`src/hdl/perf_pkg.sv`:
```
// package for the two-channel performance event counter
// assumes a single core clock domain; all event inputs synchronous to clk
package perf_pkg;

    // counter width and channel count
    localparam int CNT_W      = 32;
    localparam int NUM_CH     = 2;
    localparam int SEL_W      = 5;
    localparam logic [CNT_W-1:0] CNT_RESET = 32'h0000_0000;

    // fp opcode class: top nibble of the opcode
    localparam logic [3:0] FP_OPCODE_NIBBLE = 4'hF;
    localparam int         OPC_TOP_LSB      = 12;

    // event codes selectable per channel
    typedef enum logic [SEL_W-1:0] {
        EV_CACHED_OP_READ,
        EV_CACHED_OP_WRITE,
        EV_CACHED_OP_RW,
        EV_ONCHIP_RAM_OP,
        EV_ALL_OPERAND,
        EV_ONCHIP_IO,
        EV_OP_READ_MISS,
        EV_OP_WRITE_MISS,
        EV_OP_RW_MISS,
        EV_ICACHE_MISS,
        EV_DATA_XLATE_MISS,
        EV_INSTR_XLATE_MISS,
        EV_CACHED_FETCH,
        EV_ALL_FETCH,
        EV_BRANCH_ISSUE,
        EV_BRANCH_TAKEN,
        EV_SUB_CALL,
        EV_INSTR_ISSUE,
        EV_DUAL_ISSUE,
        EV_FP_ISSUE,
        EV_TRAP_EXEC,
        EV_INT_NORMAL,
        EV_INT_NMI,
        EV_BREAK_A,
        EV_BREAK_B,
        EV_IFILL_CYCLE,
        EV_OFILL_CYCLE,
        EV_ELAPSED_CYCLE,
        EV_ISTALL_CYCLE,
        EV_OSTALL_CYCLE,
        EV_BRANCH_STALL
    } event_sel_t;

    // measurement range modes
    typedef enum logic {
        RANGE_WHOLE_RUN,
        RANGE_WINDOW
    } range_mode_t;

    // per-cycle event strobes from the core
    typedef struct packed {
        logic        op_read;        // operand read accepted
        logic        op_write;       // operand write accepted
        logic        op_cacheable;   // operand targets cacheable space
        logic        cache_on;       // operand cache enabled
        logic        op_onchip_ram;
        logic        op_onchip_io;
        logic        op_miss;        // operand cache miss this access
        logic        icache_miss;
        logic        data_xlate_miss;
        logic        instr_xlate_miss;
        logic        fetch;          // instruction fetch accepted
        logic        fetch_cacheable;
        logic        icache_on;
        logic        branch_issue;   // qualifying branch issued
        logic        branch_taken;
        logic        call_issue;
        logic        issue0;         // first pipe issued
        logic        issue1;         // second pipe issued
        logic [15:0] opcode0;
        logic [15:0] opcode1;
        logic        fp_sysreg0;     // fp status/comm move in pipe 0
        logic        fp_sysreg1;
        logic        trap_exec;
        logic        int_normal;
        logic        int_nmi;
        logic        break_a;
        logic        break_b;
        logic        ifill_cycle;
        logic        ofill_cycle;
        logic        istall_cycle;
        logic        ostall_cycle;
        logic        branch_stall;
    } core_events_t;

    // per-channel configuration
    typedef struct packed {
        event_sel_t  sel;
        range_mode_t mode;
    } ch_cfg_t;

endpackage : perf_pkg

```
`src/hdl/perf_channel.sv`:
```
// one measurement channel: range gating and counter
// assumes arm is a pulse while the program is not yet running
`timescale 1ns/10ps

module perf_channel
    import perf_pkg::*;
(
    input  wire logic                    clk,
    input  wire logic                    sys_rst,
    input  wire perf_pkg::range_mode_t   mode,
    input  wire logic                    arm,
    input  wire logic                    prog_running,
    input  wire logic                    win_start,
    input  wire logic                    win_stop,
    input  wire logic                    event_hit,
    output logic                         active,
    output logic [perf_pkg::CNT_W-1:0]   count
);
    import perf_pkg::*;

    logic             win_open_reg;
    logic             win_open_next;
    logic [CNT_W-1:0] count_reg;
    logic [CNT_W-1:0] count_next;
    logic             counting;

    // ----------------------------------------------------------------
    // range gating and counting
    // ----------------------------------------------------------------
    // window opens on the start match, closes on stop; a stop in the
    // same cycle as a start wins so a zero-length window counts nothing
    always_comb
    begin
        win_open_next = win_open_reg;
        if (arm)
            win_open_next = 1'b0;
        else if (win_stop)
            win_open_next = 1'b0;
        else if (win_start)
            win_open_next = 1'b1;
        counting = (mode == RANGE_WINDOW) ? (win_open_reg && prog_running)
                                          : prog_running;
        count_next = count_reg;
        if (arm)
            count_next = CNT_RESET;
        else if (counting && event_hit)
            count_next = count_reg + 1'b1;
    end

    always_ff @(posedge clk)
    begin
        if (sys_rst)
        begin
            win_open_reg <= 1'b0;
            count_reg    <= CNT_RESET;
        end
        else
        begin
            win_open_reg <= win_open_next;
            count_reg    <= count_next;
        end
    end

    assign active = counting;
    assign count  = count_reg;

endmodule : perf_channel

```
`src/hdl/perf_counter.sv`:
```
// top of the two-channel performance event counter
// assumes event strobes come from the core pipeline in the core clock
// domain; break-condition matches arrive as one-cycle pulses
`timescale 1ns/10ps

// How it works
// - two channels count independently selected events
// - whole-run range follows program running
// - window starts on break 1, stops break 4
// - window matches never request a halt
// - cached operand read, write, both
// - onchip ram, all operand, io accesses
// - operand cache read, write, either misses
// - instruction cache miss count
// - data and instruction translation misses
// - cached fetches and all fetches
// - issued qualifying branches
// - taken qualifying branches only
// - issued subroutine calls, three forms
// - issued instructions and dual issues
// - floating point issues and trap executions
// - normal interrupts and nmi separately
// - break unit channel a and b
// - fill cycles and elapsed cycles
// - stall cycles: icache, ocache, branch
// - dual issue adds one, not two
// - top nibble f or fp moves
module perf_counter
    import perf_pkg::*;
(
    input  wire logic                                clk,
    input  wire logic                                sys_rst,
    input  wire perf_pkg::ch_cfg_t [perf_pkg::NUM_CH-1:0] ch_cfg,
    input  wire logic                                arm,
    input  wire logic                                prog_running,
    input  wire logic                                break1_match,
    input  wire logic                                break4_match,
    input  wire logic                                break1_halt_en,
    input  wire logic                                break4_halt_en,
    input  wire perf_pkg::core_events_t              ev,
    output logic                                     break1_halt,
    output logic                                     break4_halt,
    output logic                                     perf_window_trigger,
    output logic [perf_pkg::NUM_CH-1:0]              ch_active,
    output logic [perf_pkg::CNT_W-1:0]               count0,
    output logic [perf_pkg::CNT_W-1:0]               count1
);
    import perf_pkg::*;

    logic [CNT_W-1:0]  cnt [NUM_CH];
    logic [NUM_CH-1:0] hit;
    logic              any_window;
    logic              fp_issue_any;
    logic              trig_reg;
    logic              trig_next;

    // ----------------------------------------------------------------
    // event decode
    // ----------------------------------------------------------------

    // fp class: opcode top nibble or fp status/comm register moves
    function automatic logic is_fp(input logic [15:0] opc,
                                   input logic        sysreg);
        is_fp = (opc[OPC_TOP_LSB +: 4] == FP_OPCODE_NIBBLE) || sysreg;
    endfunction : is_fp

    // select one event strobe; multi-issue cycles add at most one
    function automatic logic pick(input event_sel_t   s,
                                  input core_events_t e,
                                  input logic         fpi);
        logic cop;
        cop = e.op_cacheable && e.cache_on;
        case (s)
            EV_CACHED_OP_READ:   pick = cop && e.op_read;
            EV_CACHED_OP_WRITE:  pick = cop && e.op_write;
            EV_CACHED_OP_RW:     pick = cop && (e.op_read || e.op_write);
            EV_ONCHIP_RAM_OP:    pick = e.op_onchip_ram;
            EV_ALL_OPERAND:      pick = e.op_read || e.op_write;
            EV_ONCHIP_IO:        pick = e.op_onchip_io;
            EV_OP_READ_MISS:     pick = e.op_miss && e.op_read;
            EV_OP_WRITE_MISS:    pick = e.op_miss && e.op_write;
            EV_OP_RW_MISS:       pick = e.op_miss
                                        && (e.op_read || e.op_write);
            EV_ICACHE_MISS:      pick = e.icache_miss;
            EV_DATA_XLATE_MISS:  pick = e.data_xlate_miss;
            EV_INSTR_XLATE_MISS: pick = e.instr_xlate_miss;
            EV_CACHED_FETCH:     pick = e.fetch && e.fetch_cacheable
                                        && e.icache_on;
            EV_ALL_FETCH:        pick = e.fetch;
            EV_BRANCH_ISSUE:     pick = e.branch_issue;
            EV_BRANCH_TAKEN:     pick = e.branch_issue
                                        && e.branch_taken;
            EV_SUB_CALL:         pick = e.call_issue;
            EV_INSTR_ISSUE:      pick = e.issue0 || e.issue1;
            EV_DUAL_ISSUE:       pick = e.issue0 && e.issue1;
            EV_FP_ISSUE:         pick = fpi;
            EV_TRAP_EXEC:        pick = e.trap_exec;
            EV_INT_NORMAL:       pick = e.int_normal;
            EV_INT_NMI:          pick = e.int_nmi;
            EV_BREAK_A:          pick = e.break_a;
            EV_BREAK_B:          pick = e.break_b;
            EV_IFILL_CYCLE:      pick = e.ifill_cycle;
            EV_OFILL_CYCLE:      pick = e.ofill_cycle;
            EV_ELAPSED_CYCLE:    pick = 1'b1;
            EV_ISTALL_CYCLE:     pick = e.istall_cycle;
            EV_OSTALL_CYCLE:     pick = e.ostall_cycle;
            EV_BRANCH_STALL:     pick = e.branch_stall;
            default:             pick = 1'b0;
        endcase
    endfunction : pick

    // fp issue: either pipe, one count per cycle even when both issue
    always_comb
    begin
        fp_issue_any = (ev.issue0 && is_fp(ev.opcode0, ev.fp_sysreg0))
                    || (ev.issue1 && is_fp(ev.opcode1, ev.fp_sysreg1));
    end

    // ----------------------------------------------------------------
    // channels
    // ----------------------------------------------------------------
    // a single counter width shared by both; events never saturate, the
    // counter wraps, which the host must allow for on long runs
    for (genvar c = 0; c < NUM_CH; c++)
    begin : g_ch
        always_comb
        begin
            hit[c] = pick(ch_cfg[c].sel, ev, fp_issue_any);
        end

        perf_channel u_ch (
            .clk          (clk),
            .sys_rst      (sys_rst),
            .mode         (ch_cfg[c].mode),
            .arm          (arm),
            .prog_running (prog_running),
            .win_start    (break1_match),
            .win_stop     (break4_match),
            .event_hit    (hit[c]),
            .active       (ch_active[c]),
            .count        (cnt[c])
        );
    end

    assign count0 = cnt[0];
    assign count1 = cnt[1];

    // ----------------------------------------------------------------
    // break halt suppression
    // ----------------------------------------------------------------
    // while any channel uses the window, conditions 1 and 4 are claimed
    // as triggers; their halt requests are masked so the program runs on
    always_comb
    begin
        any_window = 1'b0;
        for (int i = 0; i < NUM_CH; i++)
            any_window = any_window || (ch_cfg[i].mode == RANGE_WINDOW);
        break1_halt = break1_match && break1_halt_en && !any_window;
        break4_halt = break4_match && break4_halt_en && !any_window;
        trig_next   = any_window && (break1_match || break4_match);
    end

    // registered pulse marking a window trigger, for the debug side
    always_ff @(posedge clk)
    begin
        if (sys_rst)
            trig_reg <= 1'b0;
        else
            trig_reg <= trig_next;
    end

    assign perf_window_trigger = trig_reg;

endmodule : perf_counter

```
`config.mk`:
```
export PLATFORM = sky130hd
export DESIGN_NAME = perf_counter
export DESIGN_NICKNAME = d
export VERILOG_FILES = /design/src/hdl/perf_pkg.sv /design/src/hdl/perf_channel.sv /design/src/hdl/perf_counter.sv
export SDC_FILE = /design/constraint.sdc
export NUM_CORES = 1
export LEC_CHECK = 0
export ABC_AREA = 1
export BUFFER_PORTS_ARGS = -buffer_cell sky130_fd_sc_hd__buf_2
export CAP_MARGIN = 20
export CORE_UTILIZATION = 56
export CTS_CLUSTER_SIZE = 12
export DETAILED_ROUTE_END_ITERATION = 8
export PLACE_DENSITY = 0.9
export SYNTH_ARGS = -nofsm -noshare
export SYNTH_HDL_FRONTEND = slang
export SYNTH_SLANG_ARGS = --single-unit
```
`constraint.sdc`:
```
create_clock -name clk -period 3.5 [get_ports clk]
set_input_delay 0.175 -clock clk [delete_from_list [all_inputs] [get_ports clk]]
set_output_delay 0.175 -clock clk [all_outputs]
set_load 0.02 [all_outputs]
```
==> out/results.tsv <==
metric	value	unit
synthesis.nets	914	
nets	1031	
final_cell_area	0.005487	mm2
globalplace.congestion	1.061	
slew_headroom	33.32	%
synthDistinctLibCells	23	
placed_cell_area	0.005254	mm2
cts_tree	yes	
critPathMaxFanout	13	
clock_latency	0.36	ns
internal_power	1.178	mW
dp_slack	1.213	ns
cts_buffers	9	
placement_rows	32	
n_antenna_cell	0	
core_area	0.007848	mm2
fin_crit_sh	61.89	%
drv_cap	0	
io_pins	151	
yosys_warnings	0	
cp_data_arrival_time	2.41	ns
via_per_inst	5.351	
finClkSkew	0.01260	ns
switching_share	29.61	%
die_w	92.57	um
path_clk_slew	0.07	ns
drc	0	
cts.sinks	66	
timing.hold.ws	0.03183	ns
syn_avg_cell_area	5.534	um2
cp-start-kind	flop	
ff_latch_area	0.001321	mm2
drt_iter0_drc	330	
clkPwrFrac	39.6	%
hold_depth	2	
grt_pass1_wl	21050	um
start_util	58.53	%
worstMarginPinSlew	0.9967	ns
wl	12490	um
end_kind	flop	
setup_tns	0	ns
crit_chain	inv_1 > nand2_1 > nand2_1 > nor2_1 > nand3_1 > nor2_2 > nand4_1 > nor2_1 > nand3_1 > nand2_1 > nor2_1	
grt_usage	30.10	%
areaGrowthSynthToFinish	19.45	%
irDropWorstVdd	0.2466	mV
antenna_found_initial	0	
cpLargestDelayFamily	simple AND/OR/NAND/NOR gates	
rr_worst_depth	11	
crit_buf_inv	1	
synth.yosys.seq_area_share	28.77	%
slew_viol_final	0	
cp.depth	11	
pwr-share-comb	15.3	%
setup_viol	0	
final_util	69.91	%
outcome	finished clean	
fillerInstances	784	
synth.cell_area	0.004593	mm2
cpPeakStageDelay	0.34	ns
via_count	5640	
grt_pass1_vias	4802	
largest_reg_flops	64	
crit_slowest_cell	dfxtp_1	
max_freq	0.4616	GHz
p_seq_share	45.1	%
multi_input_area	0.002806	mm2
dieArea	0.008568	mm2
dr.pass1.iters	5	
grt.overflow.total	0	
synthCells	830	
cts_setup_buffers	0	
grt_max_degree	65	
r2r_slack	1.33	ns
die_y	92.57	um
rsz0062_at_grt	no	
avgRoutedWirePerCell	11.85	um
p_per_area	305.0	mW/mm2
cts_root_buf	clkbuf_8	
worst-setup-path-type	flop to flop	
clock_path_buffers	2	
hold_path.class	input port to flop	
ant_nets	0	
power_switching	495.5	uW
drive_gt1_share	16.18	%
fin_ws	1.334	ns
leakage	2.600	nW
fin_crit	2.166	ns
cp.required	3.74	ns
ys_ff_latch	66	
port_buffers	126	
htreeDepth	3	
dp_hpwl	9250	um
finalHoldViolCount	0	
[path summary, 6_finish.rpt]
| kind | start | end |
|---|---|---|
| min reg2reg | g_ch[1].u_ch.count[22] | g_ch[1].u_ch.count[22] |
| min | sys_rst | perf_window_trigger |
| max | g_ch[1].u_ch.win_open_reg | g_ch[1].u_ch.count[31] |
| max reg2reg | g_ch[1].u_ch.win_open_reg | g_ch[1].u_ch.count[31] |
[kinds of logic after synthesis]
| family | Yosys count | share of synthesized area (%) |
|---|---|---|
| AND/OR/NAND/NOR | 585 | 53.91 |
| adder cells (fa/ha/maj) | 2 | 0.5447 |
| AO/OA/AOI/OAI | 59 | 6.483 |
| flip-flops | 66 | 28.77 |
| buffers and inverters | 118 | 10.30 |
[cell usage after synthesis, drive strengths merged]
cell type	count	area share (%)
nor3	29	3.2
nor4	5	0.68
inv	92	7.5
o21ai	4	0.44
nand4	20	2.7
buf	17	2.0
clkinv	2	0.16
o21bai	1	0.16
nand2	251	21
nand3	97	11
nor2	170	14
clkbuf	7	0.57
a21oi	54	5.9
dfxtp	66	29
ha	2	0.54
and3	1	0.14
nor3b	4	0.65
nand3b	8	1.3
[cell usage in the layout, fill, tap and decap left out, types with 3 or more instances in the layout]
master / instances
nor4_1: 5
nor2_1: 166
nand4_1: 20
nor3_1: 29
clkbuf_8: 10
nand3_1: 97
buf_2: 126
dfxtp_1: 66
nand3b_1: 8
o21ai_0: 4
inv_2: 3
a21oi_1: 54
nand2_1: 249
nor3b_1: 4
inv_1: 89
nor2_2: 3
[worst register-to-register path, stage by stage, from the launching register on]
cell and delay (ns):
dfxtp_1 0.34, inv_1 0.06, nand2_1 0.05, nand2_1 0.26, nor2_1 0.32, nand3_1 0.20, nor2_2 0.22, nand4_1 0.16
nor2_1 0.23, nand3_1 0.10, nand2_1 0.10, nor2_1 0.04
[timing repair]
action                    4_1_cts  5_1_grt
resized for setup               0        0
hold endpoints to repair        1        0
hold buffers                    1        0
[layer usage]
metal  GRT usage, %  wire length (um)
met5              0                 0
met4          9.766               226
met2          50.31              5772
met3          5.993               891
met1          38.64              5599
[power groups by stage]
stage | Combinational (mW) | Sequential, mW | Clock (mW)
finish | 0.256 | 0.755 | 0.663
global route | 0.284 | 0.755 | 0.708
CTS | 0.242 | 0.755 | 0.681
detailed placement | 0.240 | 0.772 | 0
global placement | 0.238 | 0.772 | 0
floorplan | 0.172 | 0.775 | 0
[through the flow]
stage,cells,power [mW]
floorplan,830,0.9469
global placement,1036,1.010
detailed placement,1036,1.012
CTS,1053,1.677
global route,1054,1.747
finish,1054,1.674
[cell type report]
type                    instances  share of cell area, %
well taps                     102                  2.326
multi-input cells             646                  51.15
repair buffers                130                  12.31
clock inverters                 6                  1.186
flip-flops and latches         66                  24.08
inverters                      94                  6.431
clock buffers                  10                  2.509
Note: power is estimated with default switching activity, not from simulation.
